## config.mk

```make
export PLATFORM = sky130hd
export DESIGN_NAME = global_control_registers
export DESIGN_NICKNAME = d
export VERILOG_FILES = /design/src/hdl/gcr_pkg.sv /design/src/hdl/trig_if.sv /design/src/hdl/gcr_edge_trigger.sv /design/src/hdl/global_control_registers.sv
export VERILOG_INCLUDE_DIRS = /design/src /design/src/hdl
export SDC_FILE = /design/constraint.sdc
export NUM_CORES = 1
export LEC_CHECK = 0
export BUFFER_PORTS_ARGS = -buffer_cell sky130_fd_sc_hd__buf_2
export CORE_MARGIN = 4
export CORE_UTILIZATION = 30
export DETAILED_ROUTE_END_ITERATION = 10
export PLACE_DENSITY = 0.54
export RECOVER_POWER = 100
export SETUP_SLACK_MARGIN = 0.4
export SYNTH_ARGS = -nofsm -noshare
export SYNTH_HDL_FRONTEND = slang
export SYNTH_SLANG_ARGS = --single-unit
export TNS_END_PERCENT = 5
```

## constraint.sdc

```tcl
create_clock -name I_CLK -period 8 [get_ports I_CLK]
set_input_delay 0.4 -clock I_CLK [delete_from_list [all_inputs] [get_ports I_CLK]]
set_output_delay 0.4 -clock I_CLK [all_outputs]
set_load 0.005 [all_outputs]
```

## src/hdl/gcr_cfg.svh

```systemverilog
// Offsets, field positions, reset values and timing counts of the global registers
`ifndef GCR_CFG_SVH
`define GCR_CFG_SVH

// ----------------------------------------------------------------
// Register byte offsets
// ----------------------------------------------------------------
`define GCR_ADDR_ID 5'h00
`define GCR_ADDR_CR1 5'h02
`define GCR_ADDR_CR2 5'h04
`define GCR_ADDR_GIOCR 5'h0A
`define GCR_ADDR_ISR 5'h10
`define GCR_ADDR_ISRIE 5'h12
`define GCR_ADDR_SR 5'h14
`define GCR_ADDR_SRL 5'h16
`define GCR_ADDR_SRIE 5'h18
`define GCR_ADDR_GIORR 5'h1C

// ----------------------------------------------------------------
// Control register fields, masks and reset value
// ----------------------------------------------------------------
`define GCR_CR1_IRQ_IDLE 14
`define GCR_CR1_ERR_INS 7
`define GCR_CR1_ERR_SEL 6
`define GCR_CR1_MON_HI 5
`define GCR_CR1_MON_LO 4
`define GCR_CR1_MON_REQ 3
`define GCR_CR1_CLR_RD 2
`define GCR_CR1_DP_RST 1
`define GCR_CR1_RST 0
`define GCR_CR1_MASK 16'h40FF
`define GCR_CR1_RESET 16'h0002
`define GCR_CR2_MASK 16'h0F0E
`define GCR_ZERO16 16'h0000

// ----------------------------------------------------------------
// Status fields and pins
// ----------------------------------------------------------------
`define GCR_SR_MON_DONE 0
`define GCR_PIN_SIX 5
`define GCR_PIN_EIGHT 7

// ----------------------------------------------------------------
// Timing
// ----------------------------------------------------------------
`define GCR_CLK_NS 10
`define GCR_MIN_RST_NS 100
`define GCR_MIN_RST_CYC ((`GCR_MIN_RST_NS + `GCR_CLK_NS - 1) / `GCR_CLK_NS)

`endif

```

## src/hdl/gcr_pkg.sv

```systemverilog
// Types shared by the global control register modules
`default_nettype none
package gcr_pkg;
  typedef logic [15:0] reg16_t;
  typedef enum logic [2:0] {
    SRC_REG = 3'b001,
    SRC_PIN = 3'b010,
    SRC_TICK = 3'b100
  } trig_src_e;
endpackage : gcr_pkg
`default_nettype wire

```

## src/hdl/trig_if.sv

```systemverilog
// Signals between the register bank and one trigger selector
`timescale 1ns/1ps
`default_nettype none
interface trig_if;
  logic [1:0] sel;
  logic reg_bit;
  logic pin;
  logic tick;
  logic fire;
  modport ctl (output sel, output reg_bit, output pin, output tick, input fire);
  modport trg (input sel, input reg_bit, input pin, input tick, output fire);
endinterface : trig_if
`default_nettype wire

```

## src/hdl/gcr_edge_trigger.sv

```systemverilog
// Trigger source selector with rising edge detection
`timescale 1ns/1ps
`default_nettype none
module gcr_edge_trigger (
  // Clock and reset
  input wire logic i_clk,
  input wire logic i_rst_n,
  // Trigger sources and pulse
  trig_if.trg t
);
  function automatic gcr_pkg::trig_src_e decode_src(input logic [1:0] s);
    if (s[1]) begin
      return gcr_pkg::SRC_TICK;
    end else if (s[0]) begin
      return gcr_pkg::SRC_PIN;
    end
    return gcr_pkg::SRC_REG;
  endfunction : decode_src

  gcr_pkg::trig_src_e src;
  logic src_lvl;
  logic prev_r;
  logic fire_r;

  assign src = decode_src(t.sel);
  // Unselected sources never reach the edge detector
  assign src_lvl = (src == gcr_pkg::SRC_TICK) ? t.tick :
                   (src == gcr_pkg::SRC_PIN) ? t.pin : t.reg_bit;

  always_ff @(posedge i_clk or negedge i_rst_n) begin
    if (!i_rst_n) begin
      prev_r <= 1'b0;
      fire_r <= 1'b0;
    end else begin
      prev_r <= src_lvl;
      fire_r <= src_lvl & ~prev_r;
    end
  end
  assign t.fire = fire_r;
endmodule : gcr_edge_trigger
`default_nettype wire

```

## src/hdl/global_control_registers.sv

```systemverilog
// Global identification and control register bank
//
// Contract
// - Idle interrupt pin: float or drive high
// - Pending interrupt always drives pin low
// - Insert bit rising edge inserts one error
// - Insert bit ignored when pin source chosen
// - Insert source: register bit or pin six
// - Update trigger: bit, pin eight, second tick
// - ID upper nibble equals test-port revision
// - ID low twelve bits equal part code
// - Update request edge loads counters; fall clears done
// - Latched status cleared on write or read
// - Datapath reset set after reset, held 100ns
// - Soft reset defaults everything except itself
`timescale 1ns/1ps
`default_nettype none
`include "gcr_cfg.svh"
module global_control_registers #(
  parameter logic [3:0] REV_ID = 4'h1,     // Arbitrary value
  parameter logic [11:0] PART_CODE = 12'h5A3  // Arbitrary value
) (
  // Clock and reset
  input wire logic I_CLK,
  input wire logic I_RST_B,
  // Register port
  input wire logic I_CS,
  input wire logic I_WE,
  input wire logic I_RE,
  input wire logic [4:0] I_ADDR,
  input wire logic [15:0] I_WDATA,
  output logic [15:0] O_RDATA,
  // Device pins
  input wire logic [7:0] I_GPIO,
  output logic O_INT_B,
  output logic O_INT_OE,
  // Device internal
  input wire logic [15:0] I_PORT_IRQ,
  input wire logic I_ONE_SEC_TICK,
  input wire logic I_PM_LOADED,
  output logic O_ERR_INSERT,
  output logic O_PM_UPDATE,
  output logic O_DATAPATH_RST,
  output logic [15:0] O_CR2,
  output logic [15:0] O_GPIO_CTRL,
  output logic [31:0] O_TAP_IDCODE
);
  // ----------------------------------------------------------------
  // Reset release and pin synchronisers
  // ----------------------------------------------------------------
  logic rst_meta_r;
  logic rst_n;
  logic [7:0] gpio_meta_r;
  logic [7:0] gpio_s_r;
  always_ff @(posedge I_CLK or negedge I_RST_B) begin
    if (!I_RST_B) begin
      rst_meta_r <= 1'b0;
      rst_n <= 1'b0;
    end else begin
      rst_meta_r <= 1'b1;
      rst_n <= rst_meta_r;
    end
  end
  always_ff @(posedge I_CLK or negedge rst_n) begin
    if (!rst_n) begin
      gpio_meta_r <= 8'h00;
      gpio_s_r <= 8'h00;
    end else begin
      gpio_meta_r <= I_GPIO;
      gpio_s_r <= gpio_meta_r;
    end
  end

  // ----------------------------------------------------------------
  // Address decode
  // ----------------------------------------------------------------
  function automatic logic hit(input logic [4:0] a, input logic [4:0] off);
    return a == off;
  endfunction : hit
  wire wr = I_CS & I_WE;
  wire rd = I_CS & I_RE;
  wire wr_cr1 = wr & hit(I_ADDR, `GCR_ADDR_CR1);
  wire wr_cr2 = wr & hit(I_ADDR, `GCR_ADDR_CR2);
  wire wr_giocr = wr & hit(I_ADDR, `GCR_ADDR_GIOCR);
  wire wr_isrie = wr & hit(I_ADDR, `GCR_ADDR_ISRIE);
  wire wr_srl = wr & hit(I_ADDR, `GCR_ADDR_SRL);
  wire wr_srie = wr & hit(I_ADDR, `GCR_ADDR_SRIE);
  wire rd_srl = rd & hit(I_ADDR, `GCR_ADDR_SRL);

  // ----------------------------------------------------------------
  // Control registers
  // ----------------------------------------------------------------
  gcr_pkg::reg16_t cr1_r, cr1_wv, cr1_nxt;
  gcr_pkg::reg16_t cr2_r, giocr_r, isrie_r, srie_r;
  wire soft_rst = cr1_r[`GCR_CR1_RST];
  // Soft reset keeps only its own bit, which software lowers itself
  assign cr1_wv = wr_cr1 ? (I_WDATA & `GCR_CR1_MASK) : cr1_r;
  assign cr1_nxt = cr1_wv[`GCR_CR1_RST] ? (`GCR_CR1_RESET | 16'h0001) : cr1_wv;
  always_ff @(posedge I_CLK or negedge rst_n) begin
    if (!rst_n) begin
      cr1_r <= `GCR_CR1_RESET;
    end else begin
      cr1_r <= cr1_nxt;
    end
  end
  always_ff @(posedge I_CLK or negedge rst_n) begin
    if (!rst_n) begin
      cr2_r <= `GCR_ZERO16;
      giocr_r <= `GCR_ZERO16;
      isrie_r <= `GCR_ZERO16;
      srie_r <= `GCR_ZERO16;
    end else if (soft_rst) begin
      cr2_r <= `GCR_ZERO16;
      giocr_r <= `GCR_ZERO16;
      isrie_r <= `GCR_ZERO16;
      srie_r <= `GCR_ZERO16;
    end else begin
      cr2_r <= wr_cr2 ? (I_WDATA & `GCR_CR2_MASK) : cr2_r;
      giocr_r <= wr_giocr ? I_WDATA : giocr_r;
      isrie_r <= wr_isrie ? I_WDATA : isrie_r;
      srie_r <= wr_srie ? {15'h0000, I_WDATA[`GCR_SR_MON_DONE]} : srie_r;
    end
  end

  // ----------------------------------------------------------------
  // Trigger selection
  // ----------------------------------------------------------------
  trig_if err_if ();
  trig_if mon_if ();

  assign err_if.sel = {1'b0, cr1_r[`GCR_CR1_ERR_SEL]};
  assign err_if.reg_bit = cr1_r[`GCR_CR1_ERR_INS];
  assign err_if.pin = gpio_s_r[`GCR_PIN_SIX];
  assign err_if.tick = 1'b0;
  assign mon_if.sel = cr1_r[`GCR_CR1_MON_HI:`GCR_CR1_MON_LO];
  assign mon_if.reg_bit = cr1_r[`GCR_CR1_MON_REQ];
  assign mon_if.pin = gpio_s_r[`GCR_PIN_EIGHT];
  assign mon_if.tick = I_ONE_SEC_TICK;
  gcr_edge_trigger u_err_trig (
    .i_clk(I_CLK),
    .i_rst_n(rst_n),
    .t(err_if)
  );
  gcr_edge_trigger u_mon_trig (
    .i_clk(I_CLK),
    .i_rst_n(rst_n),
    .t(mon_if)
  );
  assign O_ERR_INSERT = err_if.fire;
  assign O_PM_UPDATE = mon_if.fire;

  // ----------------------------------------------------------------
  // Update-done status and its latched copy
  // ----------------------------------------------------------------
  logic pmu_prev_r, pms_r, srl_r;
  // Lowering the request bit clears done; a load in that cycle wins
  wire pms_clr = pmu_prev_r & ~cr1_r[`GCR_CR1_MON_REQ];
  wire pms_nxt = I_PM_LOADED | (pms_r & ~pms_clr);
  wire srl_clr = cr1_r[`GCR_CR1_CLR_RD] ? rd_srl : (wr_srl & I_WDATA[`GCR_SR_MON_DONE]);
  wire srl_nxt = I_PM_LOADED | (srl_r & ~srl_clr);
  always_ff @(posedge I_CLK or negedge rst_n) begin
    if (!rst_n) begin
      pmu_prev_r <= 1'b0;
      pms_r <= 1'b0;
      srl_r <= 1'b0;
    end else if (soft_rst) begin
      pmu_prev_r <= 1'b0;
      pms_r <= 1'b0;
      srl_r <= 1'b0;
    end else begin
      pmu_prev_r <= cr1_r[`GCR_CR1_MON_REQ];
      pms_r <= pms_nxt;
      srl_r <= srl_nxt;
    end
  end

  // ----------------------------------------------------------------
  // Read path
  // ----------------------------------------------------------------
  wire [15:0] id_word = {REV_ID, PART_CODE};
  wire [15:0] status_word = {15'h0000, pms_r};
  wire [15:0] latched_word = {15'h0000, srl_r};
  wire [15:0] pin_word = {8'h00, gpio_s_r};
  wire [15:0] rd_mux =
    hit(I_ADDR, `GCR_ADDR_ID) ? id_word :
    hit(I_ADDR, `GCR_ADDR_CR1) ? cr1_r :
    hit(I_ADDR, `GCR_ADDR_CR2) ? cr2_r :
    hit(I_ADDR, `GCR_ADDR_GIOCR) ? giocr_r :
    hit(I_ADDR, `GCR_ADDR_ISR) ? I_PORT_IRQ :
    hit(I_ADDR, `GCR_ADDR_ISRIE) ? isrie_r :
    hit(I_ADDR, `GCR_ADDR_SR) ? status_word :
    hit(I_ADDR, `GCR_ADDR_SRL) ? latched_word :
    hit(I_ADDR, `GCR_ADDR_SRIE) ? srie_r :
    hit(I_ADDR, `GCR_ADDR_GIORR) ? pin_word : `GCR_ZERO16;
  logic [15:0] rdata_r;
  always_ff @(posedge I_CLK or negedge rst_n) begin
    if (!rst_n) begin
      rdata_r <= `GCR_ZERO16;
    end else if (rd) begin
      rdata_r <= rd_mux;
    end
  end
  assign O_RDATA = rdata_r;

  // ----------------------------------------------------------------
  // Interrupt pin and datapath reset
  // ----------------------------------------------------------------
  wire pending = (|(I_PORT_IRQ & isrie_r)) | (srl_r & srie_r[`GCR_SR_MON_DONE]);
  wire dp_req = cr1_r[`GCR_CR1_DP_RST] | soft_rst;
  logic int_r, int_oe_r, dp_rst_r;
  logic [3:0] dp_cnt_r;
  always_ff @(posedge I_CLK or negedge rst_n) begin
    if (!rst_n) begin
      int_r <= 1'b1;
      int_oe_r <= 1'b0;
      dp_cnt_r <= 4'h0;
      dp_rst_r <= 1'b1;
    end else begin
      int_r <= ~pending;
      int_oe_r <= pending | cr1_r[`GCR_CR1_IRQ_IDLE];
      // Stretch keeps the datapath in reset even for a too short pulse
      dp_cnt_r <= dp_req ? 4'(`GCR_MIN_RST_CYC - 1) :
                  (dp_cnt_r != 4'h0) ? dp_cnt_r - 4'h1 : dp_cnt_r;
      dp_rst_r <= dp_req | (dp_cnt_r != 4'h0);
    end
  end
  assign O_INT_B = int_r;
  assign O_INT_OE = int_oe_r;
  assign O_DATAPATH_RST = dp_rst_r;
  assign O_CR2 = cr2_r;
  assign O_GPIO_CTRL = giocr_r;
  assign O_TAP_IDCODE = {REV_ID, 4'h0, PART_CODE, 11'h000, 1'b1};
endmodule : global_control_registers
`default_nettype wire

```

# Yosys cells after proc, flatten, opt, wreduce, memory -nomap -nowiden
# Index checks and enable logic that the tools add are counted.
# classes
addsub,1
n_eq_ne,13
n_mux,38
bitwise_logic,29
n_reduce_logical,9
# op_table
operator,n
$mux 16,19
$eq 5x5->1 const B,6
$and 1x1->1,16
$and 16x16->16,1
$reduce_or 16->1,1
$mux 3,5
$reduce_bool 2->1,6
$mux 1,11
$mux 4,2
$mux 8,1
$eq 3x2->1 const B,2
$eq 3x3->1 const B,2
$not 1->1,6
$or 1x1->1,6
$eq 5x2->1 const B,1
$eq 5x3->1 const B,1
$eq 5x4->1 const B,1
$logic_not 5->1,1
$reduce_bool 4->1,1
$sub 4x1->4 const B,1
# totals
ff_bits,128
inputBits,52
output_inout_bits,85
elab_cells,112

# Logic depth before layout (Yosys ltp)
# depth
ltp_word,11
ltp_mapped,7
mapped_depth_nobuf,6

# Hierarchy
# Synthesis repeated with hierarchy kept, for this count alone.
# hier_totals
cells_unflattened,480
area_unflattened_um2,4912.2
# modules_own_cells
mod,instances,cells_per_inst,area_per_inst_um2
global_control_registers,1,466,4737.0
gcr_edge_trigger,2,7,87.6

# Worst setup path before layout
# Ideal clock, no wire load.
# synth_timing
path_kind,input -> register
startpoint,in I_ADDR[2]
endpoint,"reg rdata_r[3], in the netlist O_RDATA[3]"
setup_time_ps,126
arrival_time_ps,1622
required_time_ps,7874
slack_ps,6252
stages,6
path_cell_list,or2_1 or3_1 buf_2 nor2_1 a2111oi_0 a221o_1
# synth_between
elab_chain_len,11
elab_cells_between_ends,20
# synth_rtl
element,line_no,text
"start, declared",global_control_registers.sv:30,"input wire logic [4:0] I_ADDR,"
$eq 5x5->1,global_control_registers.sv:78,return a == off;
$mux 8 (no source line),n/a,
$mux 16 (no source line) (8 in a row),n/a,
$mux 16 (no source line) (*),n/a,
"end signal, assigned",global_control_registers.sv:198,rdata_r <= `GCR_ZERO16;
"end signal, assigned",global_control_registers.sv:200,rdata_r <= rd_mux;
"end, declared",global_control_registers.sv:195,logic [15:0] rdata_r;
# Mark *: on every way between the ends. The rest lies on a longest branch, timed or not.
# A chain may end at the register's enable or synchronous reset.

==> results.toml <==
[run_status]
outcome = "finished, violations left"
violations = "max-capacitance violations, max-slew violations"

[floorplanning]
core_area_um2 = 15800
die-area_um2 = 18100
core.rowCount = 46
die_y_um = 135
start_util = 0.304
num_io_pins = 137
die_w_um = 135

[global_route]
grt_max_degree = 56
antenna_found_initial = 0
gr-usage-all-layers = 0.186
grt_pass1_wl_mm = 25.2
grt_pass1_vias = 4225
overflow = 0

[clocking]
cts_tree = "yes"
cts_resized = 0
cts.sinks = 97
hold_buffers = 1
cts_setup_buffers = 0
clock_latency_ns = 0.35
cts.reportedPaths.clkPinSlew_ns = 0.07
cts_buffer_depth = 2
h-tree-depth = 3
clockRootBuffer = "clkbuf_16"
cts_made_buffers = 9

[route]
route.met2.wl_mm = 7.71
met3_length_mm = 1.27
ant_nets = 0
top_layer = "met4"
finalWirelength_mm = 16.7
route.detailed.drc = 0
first_pass_iters = 6
met1_length_mm = 7.19
wl_per_cell_um = 20.4
dr_total_vias = 4141
drt_iter0_drc = 337
vias_per_cell = 5.07

[run]
drv_cap = 3

[synthesis]
synth_fa_ha_area_frac = 0.00520
synth_top_family_by_area = "compound AO/OA/AOI/OAI gates"
synth_simple_gate_area_frac = 0.175
netlist_area_um2 = 4810
synth_edf_count = 0
synth_seq_cells = 97
ys_seq_area_frac = 0.505
yosys_warnings = 0
synth_mux_area_frac = 0.0296
synth_ff_type = "dfrtp_1"
syn_avg_cell_area_um2 = 9.37
async_flop_share = 1.00
synth-compound-area-share = 0.187
synthCells = 514
yosysUniqueCellTypes = 54
synth_xor_area_frac = 0.00182

[power]
power.total_mw = 1.19
p_leak_nw = 2.53
p_per_area_nw_per_um2 = 212
worst_ir_drop_vdd_mv = 0.135

[final_layout]
fill_cells = 1675
fin_nets = 649
final_cell_mix = "dfrtp_1 (94), nand2_1 (83), buf_2 (58), a21oi_1 (57), conb_1 (42)"
final_layout_size_suffix_gt1_frac = 0.140
syn2layout_area_growth_pct = 16.3
multi_input_area_um2 = 2070
seqCellArea_um2 = 2430
diodes = 0
layout_commonest_cell = "dfrtp_1"

[sta]
setup_tns_ns = 0
skew_ns = 0.00416
fin_crit_ns = 4.27
setup_viol = 0
fin_crit_sh = 0.534
report.final.slew_viol_count = 148
slew_headroom = -0.985
max_freq_mhz = 234
hold_viol_final = 0
worst_slew_pin_slew_ns = 2.98
rsz0062_at_grt = "false"

[critical_path]
crit_required_ns = 7.81
cp-end-kind = "async pin"
cp_max_fo = 55
worstRegToRegCells = 1
critical_path_arrival_ns = 4.08
crit_slowest_cell = "clkbuf_1"
max_stage_delay_ns = 2.20
critPathLaunchType = "register"
cp_top_family = "buffers and inverters"
critical_path_class = "register to async pin"
r2r_slack_ns = 3.73
rr_endpoint = "O_RDATA[10]$_DFFE_PN0P_"
crit_buf_inv = 1
r2r-start = "rst_n$_DFF_PN0_"
cp_cell_sequence = "clkbuf_1"

[placed_design]
gp_congestion = 0.874
portBuffers = 95
dp_hpwl_mm = 12.1

[min_path]
min_to = "gpio_meta_r[2]$_DFF_PN0_"
hold_class = "input port to register"
hold_start = "I_GPIO[2]"
hold_depth = 1
==> power by group <==
part | switching (mW) | leakage, nW | total, mW | internal [mW]
sequential | 0.0245 | 1.26 | 0.545 | 0.520
combinational | 0.0949 | 1.09 | 0.138 | 0.0435
clock | 0.190 | 0.172 | 0.503 | 0.312
==> how the worst max path moves through the flow <==
stage | endpoint | from | cells past startpoint
5_1_grt | O_GPIO_CTRL[3]$_DFFE_PN0P_ | rst_n$_DFF_PN0_ | 1
6_report | O_RDATA[10]$_DFFE_PN0P_ | rst_n$_DFF_PN0_ | 1
3_3_place_gp | isrie_r[12]$_DFFE_PN0P_ | I_ADDR[1] | 6
4_1_cts | isrie_r[5]$_DFFE_PN0P_ | I_ADDR[1] | 6
2_1_floorplan | O_CR2[10]$_DFFE_PN0P_ | rst_n$_DFF_PN0_ | 0
3_5_place_dp | isrie_r[5]$_DFFE_PN0P_ | I_ADDR[1] | 6
==> synth_stat cells, drive strengths merged, types with 9 or more instances <==
| library cell | instances | area share |
|---|---|---|
| nor2 | 38 | 0.031 |
| nand2 | 83 | 0.065 |
| o21ai | 26 | 0.027 |
| clkbuf | 17 | 0.013 |
| dfrtp | 94 | 0.49 |
| nor3 | 14 | 0.019 |
| a22o | 10 | 0.018 |
| mux2i | 12 | 0.025 |
| nor2b | 11 | 0.014 |
| a21oi | 57 | 0.059 |
| inv | 9 | 0.0070 |
| buf | 51 | 0.074 |
==> metrics by stage <==
step           setup slack (ns)  cell area [µm²]  utilization  hold slack (ns)  std cells
2_1_floorplan              5.10             4960            -            0.104        554
3_3_place_gp               5.26             5310        0.335            0.185        799
3_5_place_dp               5.17             5310        0.335            0.188        799
4_1_cts                    5.54             5660        0.358            0.133        816
5_1_grt                    2.75             5600        0.354            0.132        816
6_report                   3.73             5600        0.354            0.147        816
==> cell type report <==
cell class	instances	area share
inverters	9	0.00603
clock inverters	6	0.0188
clock buffers	10	0.0427
repair buffers	98	0.0798
flip-flops and latches	97	0.434
well taps	216	0.0483
multi-input cells	380	0.370
==> cell families after synthesis <==
logic type	after synthesis
compound gates	141
xor+xnor	1
fa+ha+maj	2
buf+inv	77
flops	97
mux	14
other cells	2
simple gates	180
==> state kept, by name (all words and copies together), names as in the netlist, 4 cells and up <==
name	count
O_GPIO_CTRL	16
O_CR2	7
dp_cnt_r	4
cr1_r	9
gpio_s_r	8
isrie_r	16
O_RDATA	16
gpio_meta_r	8
==> layer usage <==
metal / vias to the layer above / track usage
li1: 1882 / -
met1: 2024 / 0.249
met2: 199 / 0.288
met3: 36 / 0.0458
met4: 0 / 0.0758
met5: - / 0
Note: power is estimated with default switching activity, not from simulation.
